==> src/name_id_codec_end.sv <==
`default_nettype none
`default_nettype wire

==> src/name_id_pkg.sv <==
`default_nettype none
package name_id_pkg;
  // ---------------------------------------------------------------
  // authority format codes (upper nibble of byte 0)
  // ---------------------------------------------------------------
  localparam logic [3:0] CODE_IEEE48 = 4'h1;
  localparam logic [3:0] CODE_EXTENDED = 4'h2;
  localparam logic [3:0] CODE_REGISTERED = 4'h5;
  localparam logic [3:0] CODE_REG_EXTENDED = 4'h6;
  localparam logic [1:0] CODE_EUI_MAPPED_TOP = 2'b11;
  localparam logic [3:0] CODE_ZERO_NIBBLE = 4'h0;
  localparam logic [7:0] CODE_ZERO_BYTE = 8'h00;

  // ---------------------------------------------------------------
  // field widths
  // ---------------------------------------------------------------
  localparam int CID_W = 24;
  localparam int LAN_EXT_W = 24;
  localparam int LAN_W = 48;
  localparam int EUI_W = 64;
  localparam int EUI_EXT_W = 40;
  localparam int VSID12_W = 12;
  localparam int VSID36_W = 36;
  localparam int NAME_W = 64;
  localparam int LONG_NAME_W = 128;

  // ---------------------------------------------------------------
  // bit positions
  // ---------------------------------------------------------------
  // universal/local and individual/group bits inside the company id
  localparam int CID_UL_BIT = 17;
  localparam int CID_IG_BIT = 16;
  // company id bits folded into byte 0 of the eui mapped name
  localparam int CID_FOLD_HI = 23;
  localparam int CID_FOLD_LO = 18;
  localparam int CID_LOW_HI = 15;
  // ul/ig position in a 64-bit name: byte 2 bits 1/0 (lan layouts)
  localparam int NAME_LAN_UL = 41;
  localparam int NAME_LAN_IG = 40;
  // ul/ig position in a 64-bit name: byte 1 bits 5/4 (registered layouts)
  localparam int NAME_REG_UL = 53;
  localparam int NAME_REG_IG = 52;

  // ---------------------------------------------------------------
  // name layouts
  // ---------------------------------------------------------------
  typedef enum logic [2:0] {
    FMT_IEEE48,
    FMT_EXTENDED,
    FMT_REGISTERED,
    FMT_REG_EXTENDED,
    FMT_EUI_MAPPED
  } name_format_t;
endpackage : name_id_pkg
`default_nettype wire

==> src/name_id_codec.sv <==
`default_nettype none
module name_id_codec (
  // clock and reset
  input wire logic clk,
  input wire logic rst,
  // build request
  input wire logic build_req,
  input wire name_id_pkg::name_format_t build_format,
  input wire logic [name_id_pkg::CID_W-1:0] build_company_id,
  input wire logic [name_id_pkg::LAN_EXT_W-1:0] build_lan_ext,
  input wire logic [name_id_pkg::VSID12_W-1:0] build_vendor_id12,
  input wire logic [name_id_pkg::VSID36_W-1:0] build_vendor_id36,
  input wire logic [name_id_pkg::NAME_W-1:0] build_id_extension,
  input wire logic [name_id_pkg::EUI_W-1:0] build_eui64,
  // build answer
  output logic build_done,
  output logic [name_id_pkg::LONG_NAME_W-1:0] name_out,
  output logic name_out_long,
  output logic build_fixed_up,
  // parse request, 8-byte names sit in the upper half
  input wire logic parse_req,
  input wire logic [name_id_pkg::LONG_NAME_W-1:0] name_in,
  // parse answer
  output logic parse_done,
  output var name_id_pkg::name_format_t parsed_format,
  output logic [3:0] parsed_code,
  output logic [name_id_pkg::CID_W-1:0] parsed_company_id,
  output logic [name_id_pkg::LAN_EXT_W-1:0] parsed_lan_ext,
  output logic [name_id_pkg::VSID36_W-1:0] parsed_vendor_id,
  output logic [name_id_pkg::NAME_W-1:0] parsed_id_extension,
  output logic [name_id_pkg::EUI_W-1:0] parsed_eui64,
  output logic parsed_long,
  output logic parsed_invalid
);
  import name_id_pkg::*;

  // ---------------------------------------------------------------
  // derived field positions
  // ---------------------------------------------------------------
  // every name but the eui mapped one opens with a four-bit code nibble
  localparam int CODE_W = $bits(CODE_IEEE48);
  localparam int BELOW_CODE = NAME_W - 1 - CODE_W;
  // eui mapped names spend only two bits on the code, so the fold starts higher
  localparam int FOLD_W = CID_FOLD_HI - CID_FOLD_LO + 1;
  localparam int FOLD_TOP = NAME_W - 1 - $bits(CODE_EUI_MAPPED_TOP);
  // the dropped ul/ig pair sits between the fold and the low company id bits
  localparam int DROP_W = CID_UL_BIT - CID_IG_BIT + 1;
  localparam int CID_LOW_W = CID_LOW_HI + 1;
  localparam int CID_LOW_TOP = FOLD_TOP - FOLD_W;
  // the vendor field of a mapped name keeps only what fits; the full
  // extension is reported through the id extension instead
  localparam int MAPPED_VID_W = VSID36_W - CODE_W;

  // ---------------------------------------------------------------
  // decode helpers
  // ---------------------------------------------------------------
  // code recognition serves only the validity check; the format pick maps every unknown code to FMT_EUI_MAPPED
  function automatic logic code_known(input logic [3:0] code);
    code_known = (code == CODE_IEEE48) || (code == CODE_EXTENDED) ||
                 (code == CODE_REGISTERED) || (code == CODE_REG_EXTENDED) ||
                 (code[3:2] == CODE_EUI_MAPPED_TOP);
  endfunction : code_known

  function automatic name_format_t code_format(input logic [3:0] code);
    case (code)
      CODE_IEEE48: code_format = FMT_IEEE48;
      CODE_EXTENDED: code_format = FMT_EXTENDED;
      CODE_REGISTERED: code_format = FMT_REGISTERED;
      CODE_REG_EXTENDED: code_format = FMT_REG_EXTENDED;
      default: code_format = FMT_EUI_MAPPED;
    endcase
  endfunction : code_format

  // only the registered-extended layout spans sixteen bytes
  function automatic logic format_long(input name_format_t fmt);
    format_long = (fmt == FMT_REG_EXTENDED);
  endfunction : format_long

  // ---------------------------------------------------------------
  // field packers
  // ---------------------------------------------------------------
  logic [LAN_W-1:0] lan_field;
  logic lan_ul_ig_set;
  logic [NAME_W-1:0] eui_mapped;
  logic eui_ul_ig_set;

  lan_field_pack lan_pack (
    .company_id(build_company_id),
    .vendor_ext(build_lan_ext),
    .lan_field(lan_field),
    .ul_ig_set(lan_ul_ig_set)
  );

  eui64_mapper eui_map (
    .eui64(build_eui64),
    .mapped(eui_mapped),
    .ul_ig_set(eui_ul_ig_set)
  );

  // ---------------------------------------------------------------
  // build datapath
  // ---------------------------------------------------------------
  logic [NAME_W-1:0] reg_upper;
  logic [LONG_NAME_W-1:0] next_name;
  logic next_fixed_up;
  logic cid_ul_ig_set;

  assign cid_ul_ig_set = build_company_id[CID_UL_BIT] | build_company_id[CID_IG_BIT];

  // shared upper eight bytes of both registered layouts
  always_comb begin
    reg_upper = {CODE_REGISTERED, build_company_id, build_vendor_id36};
    reg_upper[NAME_REG_UL] = 1'b0;
    reg_upper[NAME_REG_IG] = 1'b0;
  end

  // eight-byte names are left aligned; the lower half then reads zero
  always_comb begin
    next_name = '0;
    next_fixed_up = 1'b0;
    case (build_format)
      FMT_IEEE48: begin
        next_name[LONG_NAME_W-1 -: NAME_W] =
          {CODE_IEEE48, CODE_ZERO_NIBBLE, CODE_ZERO_BYTE, lan_field};
        next_fixed_up = lan_ul_ig_set;
      end
      FMT_EXTENDED: begin
        next_name[LONG_NAME_W-1 -: NAME_W] =
          {CODE_EXTENDED, build_vendor_id12, lan_field};
        next_fixed_up = lan_ul_ig_set;
      end
      FMT_REGISTERED: begin
        next_name[LONG_NAME_W-1 -: NAME_W] = reg_upper;
        next_fixed_up = cid_ul_ig_set;
      end
      FMT_REG_EXTENDED: begin
        next_name[LONG_NAME_W-1 -: NAME_W] =
          {CODE_REG_EXTENDED, reg_upper[BELOW_CODE:0]};
        next_name[NAME_W-1:0] = build_id_extension;
        next_fixed_up = cid_ul_ig_set;
      end
      FMT_EUI_MAPPED: begin
        next_name[LONG_NAME_W-1 -: NAME_W] = eui_mapped;
        next_fixed_up = eui_ul_ig_set;
      end
      default: begin
        next_name = '0;
        next_fixed_up = 1'b0;
      end
    endcase
  end

  // ---------------------------------------------------------------
  // build registers
  // ---------------------------------------------------------------
  // the name holds until the next build so a slow consumer can sample it
  // build_fixed_up tells the requester that ul/ig had to be cleared
  always_ff @(posedge clk or posedge rst) begin
    if (rst) begin
      name_out <= '0;
      name_out_long <= 1'b0;
      build_fixed_up <= 1'b0;
    end else if (build_req) begin
      name_out <= next_name;
      name_out_long <= format_long(build_format);
      build_fixed_up <= next_fixed_up;
    end
  end

  // one-cycle strobe marking a fresh name
  always_ff @(posedge clk or posedge rst) begin
    if (rst) begin
      build_done <= 1'b0;
    end else begin
      build_done <= build_req;
    end
  end

  // ---------------------------------------------------------------
  // parse datapath
  // ---------------------------------------------------------------
  // the code is always read from the top nibble; the lower half matters only for 6h
  logic [NAME_W-1:0] upper;
  logic [CODE_W-1:0] in_code;
  name_format_t in_format;
  logic in_bad_bits;
  logic next_invalid;
  logic [CID_W-1:0] next_cid;
  logic [LAN_EXT_W-1:0] next_lan_ext;
  logic [VSID36_W-1:0] next_vendor;
  logic [NAME_W-1:0] next_id_ext;

  assign upper = name_in[LONG_NAME_W-1 -: NAME_W];
  assign in_code = upper[NAME_W-1 -: CODE_W];
  assign in_format = code_format(in_code);

  // fields are pulled out by layout; the eui mapped form refills 17/16 as zero
  always_comb begin
    next_cid = '0;
    next_lan_ext = '0;
    next_vendor = '0;
    next_id_ext = '0;
    in_bad_bits = 1'b0;
    case (in_format)
      FMT_IEEE48, FMT_EXTENDED: begin
        next_cid = upper[LAN_W-1 -: CID_W];
        next_lan_ext = upper[LAN_EXT_W-1:0];
        next_vendor = {{(VSID36_W-VSID12_W){1'b0}}, upper[BELOW_CODE -: VSID12_W]};
        in_bad_bits = upper[NAME_LAN_UL] | upper[NAME_LAN_IG];
        // the 48-bit layout also reserves byte 0 low nibble and byte 1
        if (in_format == FMT_IEEE48) begin
          in_bad_bits = in_bad_bits | (upper[BELOW_CODE -: VSID12_W] != '0);
        end
      end
      FMT_REGISTERED, FMT_REG_EXTENDED: begin
        next_cid = upper[BELOW_CODE -: CID_W];
        next_vendor = upper[VSID36_W-1:0];
        in_bad_bits = upper[NAME_REG_UL] | upper[NAME_REG_IG];
        if (in_format == FMT_REG_EXTENDED) begin
          next_id_ext = name_in[NAME_W-1:0];
        end
      end
      FMT_EUI_MAPPED: begin
        // the vendor field gets what fits; the whole extension rides in id_extension
        next_cid = {upper[FOLD_TOP -: FOLD_W], {DROP_W{1'b0}},
                    upper[CID_LOW_TOP -: CID_LOW_W]};
        next_vendor = {{(VSID36_W-MAPPED_VID_W){1'b0}}, upper[MAPPED_VID_W-1:0]};
        next_id_ext = {{(NAME_W-EUI_EXT_W){1'b0}}, upper[EUI_EXT_W-1:0]};
      end
      default: begin
        next_cid = '0;
      end
    endcase
  end

  // a bad name is still answered; the flag lets the consumer decide what to
  // do with it instead of stalling the parser
  assign next_invalid = !code_known(in_code) || in_bad_bits;

  // ---------------------------------------------------------------
  // parse registers
  // ---------------------------------------------------------------
  // results hold until the next parse request
  // a rejected name still has its fields pulled out for diagnosis
  always_ff @(posedge clk or posedge rst) begin
    if (rst) begin
      parsed_format <= FMT_IEEE48;
      parsed_code <= '0;
      parsed_company_id <= '0;
      parsed_lan_ext <= '0;
      parsed_vendor_id <= '0;
      parsed_id_extension <= '0;
      parsed_long <= 1'b0;
      parsed_invalid <= 1'b0;
    end else if (parse_req) begin
      parsed_format <= in_format;
      parsed_code <= in_code;
      parsed_company_id <= next_cid;
      parsed_lan_ext <= next_lan_ext;
      parsed_vendor_id <= next_vendor;
      parsed_id_extension <= next_id_ext;
      parsed_long <= format_long(in_format);
      parsed_invalid <= next_invalid;
    end
  end

  // eui-64 recovered from a mapped name; ul/ig come back as zero
  always_ff @(posedge clk or posedge rst) begin
    if (rst) begin
      parsed_eui64 <= '0;
    end else if (parse_req) begin
      parsed_eui64 <= {next_cid, upper[EUI_EXT_W-1:0]};
    end
  end

  // one-cycle strobe marking fresh parse results
  always_ff @(posedge clk or posedge rst) begin
    if (rst) begin
      parse_done <= 1'b0;
    end else begin
      parse_done <= parse_req;
    end
  end
endmodule : name_id_codec
`default_nettype wire

==> src/name_fields.sv <==
`default_nettype none
// ---------------------------------------------------------------
// six-byte lan address field packer
// ---------------------------------------------------------------
module lan_field_pack (
  // company id and vendor extension
  input wire logic [name_id_pkg::CID_W-1:0] company_id,
  input wire logic [name_id_pkg::LAN_EXT_W-1:0] vendor_ext,
  // packed field and a flag for offending source bits
  output logic [name_id_pkg::LAN_W-1:0] lan_field,
  output logic ul_ig_set
);
  import name_id_pkg::*;
  // ul/ig are forced clear so the name is always a universal, individual one
  always_comb begin
    lan_field = {company_id, vendor_ext};
    lan_field[LAN_EXT_W + CID_UL_BIT] = 1'b0;
    lan_field[LAN_EXT_W + CID_IG_BIT] = 1'b0;
    ul_ig_set = company_id[CID_UL_BIT] | company_id[CID_IG_BIT];
  end
endmodule : lan_field_pack

// ---------------------------------------------------------------
// eui-64 to mapped name folding
// ---------------------------------------------------------------
module eui64_mapper (
  // source eui-64, company id in bytes 0..2
  input wire logic [name_id_pkg::EUI_W-1:0] eui64,
  // mapped name and a flag for offending source bits
  output logic [name_id_pkg::NAME_W-1:0] mapped,
  output logic ul_ig_set
);
  import name_id_pkg::*;
  logic [CID_W-1:0] cid;
  assign cid = eui64[EUI_W-1 -: CID_W];
  // bits 17/16 are simply never copied, so they cannot leak into the name
  assign mapped = {CODE_EUI_MAPPED_TOP,
                   cid[CID_FOLD_HI:CID_FOLD_LO],
                   cid[CID_LOW_HI:0],
                   eui64[EUI_EXT_W-1:0]};
  assign ul_ig_set = cid[CID_UL_BIT] | cid[CID_IG_BIT];
endmodule : eui64_mapper
`default_nettype wire

==> config.mk <==
export PLATFORM = sky130hd
export DESIGN_NAME = name_id_codec
export DESIGN_NICKNAME = d
export VERILOG_FILES = /design/src/name_id_codec_end.sv /design/src/name_id_pkg.sv /design/src/name_id_codec.sv /design/src/name_fields.sv
export SDC_FILE = /design/constraint.sdc
export NUM_CORES = 1
export LEC_CHECK = 0
export ABC_AREA = 1
export BUFFER_PORTS_ARGS = -buffer_cell sky130_fd_sc_hd__buf_2
export CAP_MARGIN = 10
export CORE_AREA = 2 2 279 281
export CTS_CLUSTER_DIAMETER = 150
export DETAILED_ROUTE_END_ITERATION = 8
export DIE_AREA = 0 0 281 283
export GPL_ROUTABILITY_DRIVEN = 0
export SLEW_MARGIN = 20
export SYNTH_ARGS = -nofsm -noshare
export SYNTH_HDL_FRONTEND = slang
export SYNTH_HIERARCHICAL = 1
export SYNTH_SLANG_ARGS = --single-unit
==> constraint.sdc <==
create_clock -name clk -period 26.4 [get_ports clk]
set_input_delay 1.32 -clock clk [delete_from_list [all_inputs] [get_ports clk]]
set_output_delay 1.32 -clock clk [all_outputs]
set_load 0.02 [all_outputs]
* Word-level counts from Yosys, hierarchy flattened *
Index checks and enable logic that the tools add are counted.

word-level totals
  register bits after elaboration = 353
  logic and storage cells = 55

cells by class
  equal/unequal tests = 13
  multiplexer cells = 11
  bitwise operators = 5
  reduce and logical (&&, ||, !) cells = 12

operators with widths
  cell                                            count
  case mux 64 bit (5 select lines)                1
  2-to-1 mux 64 bit                               2
  case mux 64 bit (2 select lines)                1
  case mux 36 bit (3 select lines)                1
  case mux 24 bit (3 select lines)                1
  2-to-1 mux 24 bit                               1
  == test 3 x 2 -> 1 bit (second input constant)  4
  case mux 3 bit (4 select lines)                 1
  nonzero test 12 bit                             1
  == test 4 x 3 -> 1 bit (second input constant)  2
  == test 3 x 1 -> 1 bit (second input constant)  2
  == test 3 bit (second input constant)           2
  logical NOT 3 bit                               2
  logical OR 1 bit                                5
  OR 1 bit                                        5
  == test 4 x 1 -> 1 bit (second input constant)  1
  == test 4 x 2 -> 1 bit (second input constant)  1
  case mux 1 bit (2 select lines)                 2
  OR reduction 2 bit                              2
  OR reduction 4 bit                              1
  == test 2 bit (second input constant)           1
  logical NOT 1 bit                               1
  2-to-1 mux 1 bit                                1

* Depth between registers and ports, before layout *
Gate-level depths: netlist (run 1).

  depth in word-level cells = 7
  gate-level depth with buffers = 10
  mapped depth without buffers = 9

* Modules after synthesis *
Netlist (run 1), hierarchy kept.

modules (own cells, without submodules)
  module          times used  cells an instance  area an instance (sq um)  seq. area each (sq um)
  name_id_codec   1           1841               14772.9                   8232.9
  eui64_mapper    1           68                 495.5                     0.0
  lan_field_pack  1           52                 375.4                     0.0

* Worst setup path before layout (run 1) *
Ideal clock, no wire load.

  kind = input port to flip-flop
  from = in parse_req
  to = reg parsed_company_id[11] in the netlist's numbering
  library setup time = 0.080 ns
  data arrival time = 2.183 ns
  data required time = 26.320 ns
  setup slack = 24.136 ns
  cell stages on the path = 8
  path buffers = 2
  cell sequence = buf_4 inv_2 nor2_4 nand2_2 nor2_4 inv_2 buf_6 o211ai_2

RTL lines
  what                    line                  source
  start: declaration      name_id_codec.sv:21   input wire logic parse_req,
  end signal: assignment  name_id_codec.sv:258  parsed_company_id <= next_cid;
  end: declaration        name_id_codec.sv:27   output logic [name_id_pkg::CID_W-1:0] parsed_company_id,

==> results of run 1 <==
[synth_stat cells, types with 5 or more instances]
library cell and instances:
sky130_fd_sc_hd__inv_2 7, sky130_fd_sc_hd__nor2_1 24, sky130_fd_sc_hd__inv_1 140, sky130_fd_sc_hd__a21oi_1 14, sky130_fd_sc_hd__nand2_1 813, sky130_fd_sc_hd__buf_2 41, sky130_fd_sc_hd__buf_1 5, sky130_fd_sc_hd__nand3_1 124
sky130_fd_sc_hd__o211ai_1 6, sky130_fd_sc_hd__o21ai_1 82, sky130_fd_sc_hd__a21o_1 8, sky130_fd_sc_hd__clkbuf_1 50, sky130_fd_sc_hd__buf_4 142, sky130_fd_sc_hd__a31oi_1 8, sky130_fd_sc_hd__dfrtp_1 329, sky130_fd_sc_hd__o21ai_0 131
[critical path: cells and delay by family]
kind | cells | cell delay [ps]
buf+inv | 5 | 2680
[cells in the final DEF (no fill, tap or decap), types with 5 or more instances in the layout]
master                      Yosys  layout
sky130_fd_sc_hd__buf_4        142      17
sky130_fd_sc_hd__nand3_1      124     123
sky130_fd_sc_hd__a21o_1         8       8
sky130_fd_sc_hd__clkbuf_8       0       5
sky130_fd_sc_hd__inv_2          7       6
sky130_fd_sc_hd__nor2_4         3       6
sky130_fd_sc_hd__o21ai_1       82      82
sky130_fd_sc_hd__dfrtp_1      329     329
sky130_fd_sc_hd__inv_1        140     139
sky130_fd_sc_hd__nor2_1        24      24
sky130_fd_sc_hd__clkinv_2       0       7
sky130_fd_sc_hd__clkbuf_1      50       7
sky130_fd_sc_hd__clkbuf_16      0      40
sky130_fd_sc_hd__a31oi_1        8       8
sky130_fd_sc_hd__o21ai_0      131     131
sky130_fd_sc_hd__bufinv_16      0       5
sky130_fd_sc_hd__o211ai_1       6       6
sky130_fd_sc_hd__buf_2         41     710
sky130_fd_sc_hd__a21oi_1       14      14
sky130_fd_sc_hd__nand2_1      813     813
[layer usage]
| layer | vias up | GRT usage, % |
|---|---|---|
| met5 | - | 0 |
| met4 | 4 | 5.29 |
| met3 | 108 | 3.86 |
| met2 | 618 | 23.9 |
| met1 | 7127 | 20.7 |
| li1 | 7043 | - |
[final cells by class]
cell class	count	area, µm²	area share, %
Sequential cell	329	8230	40.1
Multi-Input combinational cell	1244	5370	26.2
Timing Repair Buffer	727	3680	17.9
Tap cell	1040	1300	6.34
Clock buffer	52	1100	5.34
Inverter	148	571	2.78
Clock inverter	19	265	1.29
Antenna cell	4	10.0	0.0488
[power by group through the flow]
stage          Sequential (mW)  Combinational (mW)  Clock (mW)
2_1_floorplan            0.620               0.100           0
3_3_place_gp             0.574               0.244           0
3_5_place_dp             0.574               0.246           0
4_1_cts                  0.566               0.246       0.594
5_1_grt                  0.570               0.265       0.616
6_report                 0.567               0.244       0.577
[through the flow]
step / std cells / setup WS [ps]
final: 3563 / 22800
after detailed placement: 3488 / 22030
after floorplan: 1963 / 15970
after global routing: 3563 / 22370
after CTS: 3559 / 22640
after global placement: 3488 / 22060
[flip-flops by register name, indices dropped and copies added, names as in the netlist]
name                 cells
build_fixed_up           1
parsed_invalid           1
parsed_id_extension     64
build_done               1
parse_done               1
name_out_long            1
parsed_long              1
parsed_vendor_id        36
parsed_format            3
name_out               128
parsed_lan_ext          24
parsed_eui64            40
parsed_code              4
parsed_company_id       24
[final timing paths]
kind                                                end  slack (ps)  depth (start not counted)
worst max register to register    parsed_company_id[11]       25340                          3
worst min-delay path                   parsed_eui64[16]         460                          2
worst min register to register         parsed_eui64[16]         460                          2
min in group asynchronous              parsed_eui64[15]         850                          2
worst max-delay path            parsed_id_extension[24]       22800                          5
max in group clk                   parsed_vendor_id[10]       23310                          6
[cell families after synthesis]
group | Yosys count | synth area share [%]
compound gates | 262 | 9.00
other cells | 2 | 0.0480
simple gates | 978 | 25.0
flops | 329 | 52.6
buf+inv | 390 | 13.3
==> results.txt, run 1 <==
----------------------------------------------------
[Clock tree]
  Maximum count of clock buffers along a single path ... 3
  Clock network latency to the later pin of the worst-skew pair ... 540 ps
  Clock transition time at the flip-flop clock pins of the worst setup and hold paths ... 50 ps
  Root Buffer Master ... sky130_fd_sc_hd__clkbuf_16
  Hold buffers post-CTS ... 0
  Number of sinks driven by the clock tree ... 329
  Post-CTS setup buffers ... 0
  Post-cts resize count ... 0
  TritonCTS Buffers ... 40
  CTS H-tree lvls ... 2
  Clock tree from TritonCTS ... built

[Detailed routing]
  Wire length per cell after detailed routing ... 17.8 µm
  Number of DRC markers after the initial detailed-route iteration ... 1037
  Met1 wire length ... 27100 µm
  Total met2 wirelength after detailed routing ... 29100 µm
  Met3 WL post-DR ... 5150 µm
  Routed via count ... 14900
  DRT Wirelength ... 63300 µm
  Detailed-routing iteration count for the pre-antenna-repair pass ... 5
  Via-to-Cell Ratio ... 4.18
  DRC viols ... 0
  Antenna-violating nets left ... 0
  Uppermost metal layer occupied by signal nets ... met5

[Synth]
  EDFF count, synth ... 0
  Top cells by area in the synthesized netlist ... sky130_fd_sc_hd__dfrtp_1 53%, sky130_fd_sc_hd__nand2_1 20%, sky130_fd_sc_hd__buf_4 6.8%, sky130_fd_sc_hd__o21ai_0 4.2%, sky130_fd_sc_hd__nand3_1 4.0%
  Most used flip-flop cell after synthesis ... sky130_fd_sc_hd__dfrtp_1
  Number of unique standard cell types used by synthesis ... 37
  Share of synthesized flip-flops with an asynchronous set or reset ... 100%
  Post-synthesis area per instance ... 7.98 µm²
  Seq/Total Area, Yosys ... 52.6%
  Flops & latches, synth ... 329
  Proportion of netlist area held by the largest area contributor ... 52.6%
  Cells after synthesis ... 1961
  YS warnings ... 6
  Post-Synthesis Cell Area ... 15600 µm²
  Biggest area consumer among synthesized cells ... sky130_fd_sc_hd__dfrtp_1

[Cells and area]
  Fraction of layout instances using a drive strength above 1 ... 32.5%
  Area Growth Syn to Fin ... 31.2%
  Net count of the finished layout ... 2849
  Number of filler instances in the final layout ... 8431
  Final cell area excluding filler cells ... 20500 µm²
  Finished Core Util ... 26.8%

[Placed design]
  Cell Area, Placed ... 19200 µm²
  DP Wirelength ... 46500 µm
  Buffers on Ports ... 711

[STA]
  Portion of the clock cycle consumed by the worst path in the final layout ... 13.6%
  Post-route minimum period ... 3600 ps
  Final slew viol count ... 0
  Setup violation total in the final timing report ... 0
  TNS Setup ... 0 ps
  Maximum clock skew at final layout ... 0 ps
  Highest clock frequency the design can meet ... 278 MHz
  Minimum hold slack ... 464 ps
  Count of final hold-check violations ... 0
  Slew of the pin with the lowest slew margin ... 1100 ps
  Unrepaired setup endpoints after global routing ... false
  Worst rel slew slack ... 27.0%

[Pwr]
  Leakage ... 11.4 nW
  Switching power summed over all nets ... 0.426 mW
  Part of the power in registers ... 40.8%
  PwrDens ... 67.6 nW/µm²
  Cell-internal power ... 0.962 mW
  Largest vdd supply drop ... 0.0000437 V
  Proportion of total power due to net switching ... 30.7%
  Part of the power in combinational logic ... 17.6%
  Part of the power in the clock network ... 41.6%
  Total design power ... 1.39 mW

[Global routing]
  Sum of overflow across all layers after global routing ... 0
  Maximum number of pins on one net before global-route repair ... 113
  Initial antenna violation count ... 8
  Via count of the first global-routing pass ... 14518
  Total global routing track utilization ... 15.4%
  Global-route wire length before repair ... 93300 µm

[Floorplanning]
  Height of the chip ... 283 µm
  Core area ... 76700 µm²
  Count of pins on the block boundary ... 712
  Placement Rows ... 102
  Die area ... 79500 µm²
  Initial standard-cell utilization of the core ... 20.4%
  Die boundary width ... 281 µm

[Setup path]
  Kind of start point of the critical path ... primary input
  Worst Path Max Fanout ... 97
  Crit path required time ... 26970 ps
  Worst-path cell with the longest stage delay ... sky130_fd_sc_hd__buf_4
  Launching point of the worst reg2reg path ... parsed_company_id[11]
  Sequence of cells on the critical path ... buf_2 -> inv_8 -> buf_4 -> buf_4 -> buf_4
  Most repeated library cell on the critical path ... sky130_fd_sc_hd__buf_4
  Beginning of the critical path ... rst
  Stage delay of the slowest cell on the critical path ... 750 ps
  Classification of the worst setup path ... in -> async
  Nature of the critical path endpoint ... asynchronous set/reset pin
  Arrival time at the worst endpoint ... 4180 ps

[Run]
  Number of maximum-capacitance violations ... 0

[Min path]
  Hold Crit Class ... reg -> reg
  Hold Path Origin ... parsed_eui64[16]

[Status]
  Result of the run ... finished, final reports clean

----------------------------------------------------
Note: power is estimated with default switching activity, not from simulation.
==> run 2, diff against run 1 <==
Settings changed: CORE_AREA 2 2 279 281 to 2 2 277 279, DIE_AREA 0 0 281 283 to 0 0 279 281.
Clock period 26.4 ns to 3.5 ns, I/O delays scaled along.
==> run 2 against run 1 <==
  * Non-clock buffer count grew 325
  * Sequential share of layout area shrank 5.4 points
  * Clock skew is the same
  * Total power grew to 7.7 times the previous value
  * Design area grew 16%
  * Cell count grew 7.5%
  * Critical path depth grew 6
  * Hold slack lost 420 ps
  * Core utilization grew 4.7 points
  * Critical endpoint is now name_out[80]
==> results.txt, run 2 (synthesis gave the netlist of run 1 again) <==
----------------------------------------------------
[Clock tree]
  Clock transition time at the flip-flop clock pins of the worst setup and hold paths ... 60 ps
  CTS H-tree lvls ... 2
  Clock tree from TritonCTS ... built
  Number of sinks driven by the clock tree ... 329
  TritonCTS Buffers ... 41
  Root Buffer Master ... sky130_fd_sc_hd__clkbuf_16
  Clock network latency to the later pin of the worst-skew pair ... 540 ps
  Post-cts resize count ... 0
  Maximum count of clock buffers along a single path ... 3

[Setup path]
  Worst Path Max Fanout ... 63
  Kind of start point of the critical path ... primary input
  Arrival time at the worst endpoint ... 3450 ps
  Crit path required time ... 3940 ps
  Nature of the critical path endpoint ... register
  Classification of the worst setup path ... in -> reg

[Detailed routing]
  Routed via count ... 16844
  Met3 WL post-DR ... 6170 µm
  DRT Wirelength ... 67800 µm
  DRC viols ... 0
  Detailed-routing iteration count for the pre-antenna-repair pass ... 6
  Uppermost metal layer occupied by signal nets ... met5
  Met1 wire length ... 28100 µm
  Total met2 wirelength after detailed routing ... 30600 µm
  Antenna-violating nets left ... 0
  Via-to-Cell Ratio ... 4.40
  Number of DRC markers after the initial detailed-route iteration ... 1335
  Wire length per cell after detailed routing ... 17.7 µm

[Pwr]
  Largest vdd supply drop ... 0.000316 V
  Leakage ... 12.8 nW
  Total design power ... 10.7 mW
  PwrDens ... 452 nW/µm²

[Min path]
  Hold Crit Class ... in -> reg

[Global routing]
  Initial antenna violation count ... 4
  Total global routing track utilization ... 16.4%
  Global-route wire length before repair ... 100000 µm
  Maximum number of pins on one net before global-route repair ... 108
  Via count of the first global-routing pass ... 16612
  Sum of overflow across all layers after global routing ... 0

[STA]
  Maximum clock skew at final layout ... 0 ps
  Post-route minimum period ... 3000 ps
  Count of final hold-check violations ... 0
  Final slew viol count ... 0
  Portion of the clock cycle consumed by the worst path in the final layout ... 85.8%
  Highest clock frequency the design can meet ... 333 MHz
  Setup violation total in the final timing report ... 0
  Worst rel slew slack ... 25.0%
  PnR worst setup slack ... 496 ps
  Unrepaired setup endpoints after global routing ... false
  Slew of the pin with the lowest slew margin ... 1120 ps

[Cells and area]
  Final instance count without filler cells ... 3829
  Commonest cells after routing, fill and taps aside ... 813 x sky130_fd_sc_hd__nand2_1, 710 x sky130_fd_sc_hd__buf_2, 329 x sky130_fd_sc_hd__dfrtp_1, 316 x sky130_fd_sc_hd__dlygate4sd3_1, 139 x sky130_fd_sc_hd__inv_1
  Max reg flops ... 128
  Number of filler instances in the final layout ... 7855
  Area Growth Syn to Fin ... 51.7%
  Most frequent standard cell in the layout excluding fill and tap cells ... sky130_fd_sc_hd__nand2_1
  Net count of the finished layout ... 3175
  Register with the highest flop count ... name_out
  Area of combinational cells with multiple inputs ... 5370 µm²
  Fraction of layout instances using a drive strength above 1 ... 29.0%
  Sequential cell area ... 8230 µm²
  Regs by FF count ... name_out (128), parsed_id_extension (64), parsed_eui64 (40)

[Run]
  Number of maximum-capacitance violations ... 0

[Floorplanning]
  Die area ... 78400 µm²
  Die boundary width ... 279 µm
  Core area ... 75400 µm²
  Height of the chip ... 281 µm
  Initial standard-cell utilization of the core ... 20.7%
  Placement Rows ... 101
  Count of pins on the block boundary ... 712

[Placed design]
  Placed cell count ... 3435
  Buffers on Ports ... 711
  Setup slack after placement ... 1310 ps
  DP Wirelength ... 48100 µm

[Status]
  Result of the run ... finished, final reports clean

----------------------------------------------------
[run 2: cell types whose count changed in the layout (fill, tap and decap cells not counted), moves of 3 or more]
cell / change
sky130_fd_sc_hd__buf_4: +3
sky130_fd_sc_hd__dlygate4sd3_1: +316
sky130_fd_sc_hd__clkbuf_8: +9
sky130_fd_sc_hd__buf_12: +6
sky130_fd_sc_hd__clkbuf_1: +4
sky130_fd_sc_hd__clkinv_2: -5
sky130_fd_sc_hd__bufinv_16: -5
[run 2: critical path, stage by stage]
cell	delay [ps]
sky130_fd_sc_hd__dlygate4sd3_1	610
sky130_fd_sc_hd__buf_2	200
sky130_fd_sc_hd__nor2_1	70
sky130_fd_sc_hd__nand2_1	90
sky130_fd_sc_hd__clkinv_2	740
sky130_fd_sc_hd__nand2_1	250
sky130_fd_sc_hd__nand3_1	90
sky130_fd_sc_hd__dlygate4sd3_1	560
sky130_fd_sc_hd__nand2_1	60
sky130_fd_sc_hd__dlygate4sd3_1	550
sky130_fd_sc_hd__nand2_1	50
[run 2: worst paths after layout]
check | from | to | slack [ps] | cells after the start
min reg2reg | parsed_eui64[21] | parsed_eui64[21] | 470 | 2
max reg2reg | parsed_company_id[11] | parsed_company_id[11] | 1910 | 4
max | build_format[0] | name_out[80] | 500 | 11
min | build_vendor_id12[8] | name_out[120] | 40 | 5
max in group asynchronous | rst | parsed_eui64[28] | 2210 | 5
min in group asynchronous | rst | name_out[65] | 270 | 3
[run 2: report_power, final]
group          internal, mW  switching [mW]  leakage, nW
sequential             4.09           0.193         4.25
clock                  2.50            1.72        0.651
combinational         0.857            1.36         7.93
total                  7.45            3.27         12.8
[run 2: stage by stage]
| stage | util, % | hold WS, ps | area [µm²] | setup TNS, ps |
|---|---|---|---|---|
| 2_1_floorplan | - | 206 | 15700 | -351270 |
| 3_3_place_gp | 25.5 | 299 | 19200 | 0 |
| 3_5_place_dp | 25.5 | 299 | 19200 | 0 |
| 4_1_cts | 31.4 | 0.443 | 23700 | 0 |
| 5_1_grt | 31.4 | 18.9 | 23700 | 0 |
| 6_report | 31.4 | 43.1 | 23700 | 0 |
[run 2: what timing repair did]
action                                 in CTS  in global routing
hold buffers                              316                  0
endpoints found under the hold margin     318                  0
buffers inserted                            0                  0
[run 2: area by class of cell]
type / instances / share of cell area (%)
Inverter: 148 / 2.39
Timing Repair Buffer: 1052 / 29.4
Sequential cell: 329 / 34.7
Clock inverter: 5 / 0.195
Tap cell: 978 / 5.16
Antenna cell: 6 / 0.0633
Clock buffer: 67 / 5.42
Multi-Input combinational cell: 1244 / 22.6
[run 2: per-layer routing]
layer	GRT usage [%]	vias up
met5	0	-
met4	7.03	4
met3	4.68	199
met2	25.5	860
met1	21.3	8075
li1	-	7706
